--- src/rtl/pwm_cfg_defs.svh ---
// Constants for the PWM configuration and write-protect block.
// Assumes a byte-offset register map reached over 32-bit classic Wishbone.
`ifndef PWM_CFG_DEFS_SVH
`define PWM_CFG_DEFS_SVH
`define CFG0_OFFSET      8'h00
`define WIN_LO_OFFSET    8'h20
`define WIN_HI_OFFSET    8'h27
`define GEN_LO_OFFSET    8'h28
`define GEN_HI_OFFSET    8'h37
`define BIT_PROTECT      7
`define BIT_MULTI_TB     6
`define BIT_ALIGN_C      5
`define BIT_ALIGN_B      4
`define BIT_ALIGN_A      3
`define BIT_SEP_C        2
`define BIT_SEP_B        1
`define BIT_SEP_A        0
`define CFG0_RESET       8'h00
`define REG_RESET        8'h00
`endif

--- src/rtl/pwm_cfg_pkg.sv ---
// Types shared by the PWM configuration block.
// Assumes the constants header is included alongside.
package pwm_cfg_pkg;
    typedef logic [7:0] byte_type;
    typedef logic [7:0] addr_type;
endpackage : pwm_cfg_pkg

--- src/rtl/pwm_config_write_protect.sv ---
// First configuration register of a three-pair PWM module, with write protection.
// Assumes a classic Wishbone master on clk_i; registers are byte offsets, data in bits 7:0.
//
// Behaviour
// - Bit 7 write-once protect latch, reset clears
// - Config register always readable, locked after protect
// - Bit 6 selects single or multiple timebases
// - Multiple timebases enable generator B/C range
// - Single timebase: B/C range ignores writes, reads zero
// - Single timebase: all pairs follow generator A
// - Bit 5 aligns pair C, multi only
// - Bit 4 aligns pair B, multi only
// - Bit 3 aligns pair A, and B/C when single
// - Bit 2 separates channels 4 and 5
// - Bit 1 separates channels 2 and 3
// - Bit 0 separates channels 0 and 1
`timescale 1ns/100ps
`include "pwm_cfg_defs.svh"

module pwm_config_write_protect
(
    input  wire logic                  clk_i,
    input  wire logic                  rst_i,
    input  wire logic                  cyc_i,
    input  wire logic                  stb_i,
    input  wire logic                  we_i,
    input  wire logic [3:0]            sel_i,
    input  wire pwm_cfg_pkg::addr_type adr_i,
    input  wire logic [31:0]           dat_i,
    output logic      [31:0]           dat_o,
    output logic                       ack_o,
    output logic                       protect_o,
    output logic                       multi_timebase_sel_o,
    output logic                       align_sel_pair_a_o,
    output logic                       align_sel_pair_b_o,
    output logic                       align_sel_pair_c_o,
    output logic                       separate_mode_pair_a_o,
    output logic                       separate_mode_pair_b_o,
    output logic                       separate_mode_pair_c_o,
    output logic                       gen_bc_enable_o
);
    import pwm_cfg_pkg::*;

    localparam int GEN_WORDS = 16;

    byte_type     cfg_q;
    byte_type     gen_q [GEN_WORDS];
    logic         ack_q;
    logic  [31:0] dat_q;

    // Register storage for the generator B/C range; its meaning lives elsewhere.
    wire logic    req        = cyc_i && stb_i && !ack_q;
    wire logic    hit_cfg    = (adr_i == `CFG0_OFFSET);
    wire logic    hit_gen    = (adr_i >= `GEN_LO_OFFSET) && (adr_i <= `GEN_HI_OFFSET);
    wire logic    locked     = cfg_q[`BIT_PROTECT];
    wire logic    multi      = cfg_q[`BIT_MULTI_TB];
    wire logic [3:0] gen_idx = 4'(adr_i - `GEN_LO_OFFSET);
    // The lock is never released by a write, only by reset.
    wire logic    wr_cfg     = req && we_i && sel_i[0] && hit_cfg && !locked;
    wire logic    wr_gen     = req && we_i && sel_i[0] && hit_gen && multi;
    wire byte_type rd_byte   = hit_cfg ? cfg_q
                             : (hit_gen && multi) ? gen_q[gen_idx]
                             : `REG_RESET;

    always_ff @(posedge clk_i)
    begin
        if (rst_i)
        begin
            cfg_q <= `CFG0_RESET;
        end
        else if (wr_cfg)
        begin
            cfg_q <= dat_i[7:0];
        end
    end

    genvar g;
    generate
        for (g = 0; g < GEN_WORDS; g++)
        begin : gen_store
            always_ff @(posedge clk_i)
            begin
                if (rst_i)
                begin
                    gen_q[g] <= `REG_RESET;
                end
                else if (wr_gen && gen_idx == 4'(g))
                begin
                    gen_q[g] <= dat_i[7:0];
                end
            end
        end
    endgenerate

    // One-cycle ack, registered one cycle after the request; every address answers, so no access ever errors.
    always_ff @(posedge clk_i)
    begin
        if (rst_i)
        begin
            ack_q <= 1'b0;
            dat_q <= 32'h0000_0000;
        end
        else
        begin
            ack_q <= req;
            dat_q <= {24'h00_0000, rd_byte};
        end
    end

    assign ack_o = ack_q;
    assign dat_o = dat_q;

    // Single timebase forces pairs B and C onto pair A's alignment.
    always_ff @(posedge clk_i)
    begin
        if (rst_i)
        begin
            protect_o              <= 1'b0;
            multi_timebase_sel_o   <= 1'b0;
            align_sel_pair_a_o     <= 1'b0;
            align_sel_pair_b_o     <= 1'b0;
            align_sel_pair_c_o     <= 1'b0;
            separate_mode_pair_a_o <= 1'b0;
            separate_mode_pair_b_o <= 1'b0;
            separate_mode_pair_c_o <= 1'b0;
            gen_bc_enable_o        <= 1'b0;
        end
        else
        begin
            protect_o              <= locked;
            multi_timebase_sel_o   <= multi;
            align_sel_pair_a_o     <= cfg_q[`BIT_ALIGN_A];
            align_sel_pair_b_o     <= multi ? cfg_q[`BIT_ALIGN_B] : cfg_q[`BIT_ALIGN_A];
            align_sel_pair_c_o     <= multi ? cfg_q[`BIT_ALIGN_C] : cfg_q[`BIT_ALIGN_A];
            separate_mode_pair_a_o <= cfg_q[`BIT_SEP_A];
            separate_mode_pair_b_o <= cfg_q[`BIT_SEP_B];
            separate_mode_pair_c_o <= cfg_q[`BIT_SEP_C];
            gen_bc_enable_o        <= multi;
        end
    end
endmodule : pwm_config_write_protect

--- config.mk ---
export PLATFORM = sky130hd
export DESIGN_NAME = pwm_config_write_protect
export DESIGN_NICKNAME = d
export VERILOG_FILES = /design/src/rtl/pwm_cfg_pkg.sv /design/src/rtl/pwm_config_write_protect.sv
export VERILOG_INCLUDE_DIRS = /design/src /design/src/rtl
export SDC_FILE = /design/constraint.sdc
export NUM_CORES = 1
export LEC_CHECK = 0
export BUFFER_PORTS_ARGS = -buffer_cell sky130_fd_sc_hd__buf_2
export CAP_MARGIN = 20
export CORE_ASPECT_RATIO = 0.6
export CORE_UTILIZATION = 60
export CTS_BUF_LIST = sky130_fd_sc_hd__clkbuf_8
export DETAILED_ROUTE_END_ITERATION = 16
export GPL_ROUTABILITY_DRIVEN = 0
export HOLD_SLACK_MARGIN = 0.05
export PLACE_DENSITY = 0.82
export SLEW_MARGIN = 20
export SYNTH_ARGS = -nofsm -noshare
export SYNTH_HDL_FRONTEND = slang
export SYNTH_SLANG_ARGS = --single-unit
--- constraint.sdc ---
create_clock -name clk_i -period 2.9 [get_ports clk_i]
set_clock_uncertainty 0.05 [all_clocks]
set_input_delay 0.58 -clock clk_i [delete_from_list [all_inputs] [get_ports clk_i]]
set_output_delay 0.58 -clock clk_i [all_outputs]
set_load 0.005 [all_outputs]
Word level (Yosys, flattened, before mapping):

Memories as Yosys holds them, arrays and structs flattened.
Cells that the tools add are included.

* bits in registers: 49
* word-level logic and storage cells: 147
* memories kept: 1
* bits in writable memories: 128
* output and inout port bits: 42
* bits of input ports: 49

* reductions and logical operators: 30
* eq/ne operators: 15
* bitwise logic cells: 16
* order comparisons: 2
* multiplexer cells: 70
* add/sub/neg operators: 1

Memory list
* gen_q: words 16, width 8, read ports 1, clocked after memory_dff 0, wr ports 16, RTL line pwm_config_write_protect.sv:47 `byte_type gen_q [GEN_WORDS];`

Operator list (count)
* 8-bit two-way mux: 18
* 1-bit two-way mux: 52
* 4-bit equality test (second input constant): 8
* 1-bit logical AND: 26
* 4-bit by 3-bit equality test with 1-bit output (second input constant): 4
* 1-bit OR: 16
* 4-bit by 2-bit equality test with 1-bit output (second input constant): 2
* 8-bit by 6-bit >= comparator with 1-bit output (second input constant): 1
* 8-bit by 6-bit <= comparator with 1-bit output (second input constant): 1
* 8-bit zero test: 1
* 4-bit by 1-bit equality test with 1-bit output (second input constant): 1
* 4-bit zero test: 1
* 4-bit subtractor (second input constant): 1
* 1-bit zero test: 2

Logic depth before layout (Yosys ltp):

* depth after elaboration: 11
* gate-level depth with buffers: 6
* gate-level depth less buffers: 4

Least setup slack after synthesis:

Ideal clock, no wire load.

* path type: input -> register
* start point: in adr_i[3]
* end point: mem gen_q[10][0] (netlist name), enable pin
* data required time: 2.475 ns
* slack: 0.245 ns
* cell stages on the path: 6
* arrival time: 2.230 ns
* setup time: 0.375 ns
* path buffers: 2
* cell sequence: buf_4 xor2_2 nand4_4 buf_6 or3_1 o21bai_1

RTL lines
* from (decl): RTL line pwm_config_write_protect.sv:28 `input wire pwm_cfg_pkg::addr_type adr_i,`
* to (decl): RTL line pwm_config_write_protect.sv:47

==> metrics.txt <==
status=finished, final reports clean; post-route minimum period=2180 ps; CP Capture Type=register; Starting Density=63.2%; Avg Inst Size Synth=14.1 µm²; final WL=16.3 mm; total CTS buffers=17; met2 wire length=7.06 mm; post-CTS setup buffer count=0; register area share after synthesis=59.4%; Post-synth EDFFs=128; DR WL/cell=22.0 µm; CP max stage delay=480 ps; port buffer count=39; Final Hold Fails=0; Antenna Cells=0; Synth Warn #=0; Synth area leader=edfxtp_1; Finished Cell Area=8030 µm²; first-iteration detailed-routing DRC count=516; Crit path buffers/inverters=1; CP arrival=2220 ps; Mapped Area=7310 µm²; DP HPWL=11.5 mm; vias in the first global route=4,250; Worst EP required=2940 ps; RSZ-0062 raised after global routing=no; top layer in use=met4; WHS Path Cells=1; slowest CP cell=a31o_1; RR Startpoint=ack_o$_SDFF_PP0_; vias=4,479; R2R Path End=gen_q[7][1]$_SDFFCE_PN0P_; Worst-Skew Late Latency=450 ps; fin nets=619; largest net degree at the start of global routing=31; area share of the largest cell type after synthesis=52.6%; hold path endpoint=separate_mode_pair_b_o$_SDFF_PP0_; Final Cycle Share=75.2%; flop2flop setup slack=760 ps; Synth area leaders=edfxtp_1 (53%), mux4_2 (9.5%), and2_1 (9.2%); crit start category=primary input; io pins=91; Async SR Flop Fraction=0%; grt ovf=0; TNS Setup=0 ps; placed cell area=7670 µm²; Slew headroom=57.4%; post-route insts no fill=743; min-delay worst type=reg2reg; Top FF cell, synth=edfxtp_1; clk buf depth=2; Max Freq=0.458 GHz; initial antenna violation count=0; Max Cap Viol=0; layout cells sized above 1=26.8%; slack of the critical path=719 ps; Slew Limit Fails=0; number of distinct library cells after synthesis=46; worst-case reg-to-reg path depth=4; setup violators final=0; hold_buf cts=0; Post-DRT Antenna Nets=0; count leader, synth=edfxtp_1; number of cells on the critical path=5; Setup CP Type=in2reg; pwr dens=531 nW/µm²; peak supply drop=0.273 mV; CP Cell Sequence=buf_2, xor2_2, nand4_4, nor3_2, a31o_1; Syn-to-layout area delta=9.84%; Synth Instances=518; H-tree depth=4; clock slew at reported path FFs=90 ps; Tightest Pin Transition=638 ps; Hold Startpoint=cfg_q[1]$_SDFFE_PP0P_; total clock sinks=153; CP max FO=10; Root Buffer=clkbuf_8; CTS tree=done; critical path's top delay family=simple AND/OR/NAND/NOR gates; die width=145 µm; Hold Slack=442 ps; pre-CTS setup slack=331 ps; DIE AREA=12,600 µm²; first-pass GRT wire length=25.0 mm; LEAKAGE=3.14 nW; met3 WL=2.11 mm; most instantiated cells after synthesis=edfxtp_1 (128), and2_1 (107), mux4_2 (31), buf_4 (29); post-cts sizing count=0; register bit count reported by yosys=153; # DRC=0; via/cell ratio=6.03; Die Span Y=87.5 µm; placed cell count=711; # rows=30; gr usage total=28.4%; total iterations of the first detailed-routing run=5; core area=11,600 µm²; M1 WL=6.90 mm
## kinds of logic (layout without fill, tap and decap cells)
group                     Yosys count  in the layout  synth area share, %
buffers and inverters              58            100                 4.72
AOI/OAI and AO/OA                  54             54                 4.89
DFF                               153            153                 59.4
and+or+nand+nor                   217            217                 20.7
xor gates and xnor gates            1              1                0.223
muxes                              34             34                 9.99
other                               1             24               0.0513
## per-stage QoR
stage,power [mW],utilization [%]
2_1_floorplan,2.71,-
3_3_place_gp,2.81,66.3
3_5_place_dp,2.82,66.3
4_1_cts,4.27,69.5
5_1_grt,4.39,69.5
6_report,4.27,69.5
## final cells by class
class                   count  area [µm²]
well taps                 160         200
flip-flops and latches    153        4340
clock inverters            15         126
clock buffers              17         234
multi-input cells         330        2710
fillers                   793        3530
repair buffers             66         410
inverters                   2        7.51
## sequential cells by signal, indices dropped and copies added (netlist names)
name and count:
protect_o 1, align_sel_pair_c_o 1, separate_mode_pair_a_o 1, align_sel_pair_b_o 1
dat_o 8, ack_o 1, gen_bc_enable_o 1, align_sel_pair_a_o 1
cfg_q 8, separate_mode_pair_c_o 1, gen_q 128, separate_mode_pair_b_o 1
## layer usage
layer / up-vias / GRT usage, %
li1: 1981 / -
met1: 2181 / 41.3
met2: 282 / 39.7
met3: 35 / 10.3
met4: 0 / 9.19
met5: - / 0
## worst max-delay path by stage
| stage | from | to | slack, ps |
|---|---|---|---|
| after floorplan | adr_i[3] | gen_q[10][0]$_SDFFCE_PN0P_ | 250 |
| after global routing | adr_i[3] | gen_q[7][1]$_SDFFCE_PN0P_ | 650 |
| final | adr_i[3] | gen_q[7][1]$_SDFFCE_PN0P_ | 720 |
| after detailed placement | adr_i[3] | gen_q[7][4]$_SDFFCE_PN0P_ | 330 |
| after global placement | adr_i[3] | gen_q[7][0]$_SDFFCE_PN0P_ | 410 |
| after CTS | adr_i[3] | gen_q[7][1]$_SDFFCE_PN0P_ | 780 |
## worst register-to-register path: cells and delay by family (launching register included)
kind               cells  cell delay [ps]
AOI/OAI and AO/OA      1              490
DFF                    1              320
and+or+nand+nor        3              930
## cell usage in the layout, fill, tap and decap left out, drive strengths merged, types with 8 or more instances in the layout
| master | n |
|---|---|
| buf | 66 |
| nor4 | 14 |
| nand3 | 15 |
| nand2 | 14 |
| nor2b | 9 |
| o21bai | 8 |
| mux4 | 31 |
| clkbuf | 17 |
| o21ai | 9 |
| and2 | 107 |
| nand2b | 10 |
| nor2 | 9 |
| and3 | 25 |
| a21oi | 10 |
| conb | 24 |
| dfxtp | 25 |
| edfxtp | 128 |
## report_power, final
part | internal (mW) | switching (mW)
Clock | 0.677 | 0.812
Sequential | 2.43 | 0.0202
Combinational | 0.117 | 0.210
No activity file was read; power rests on OpenSTA's default activity.
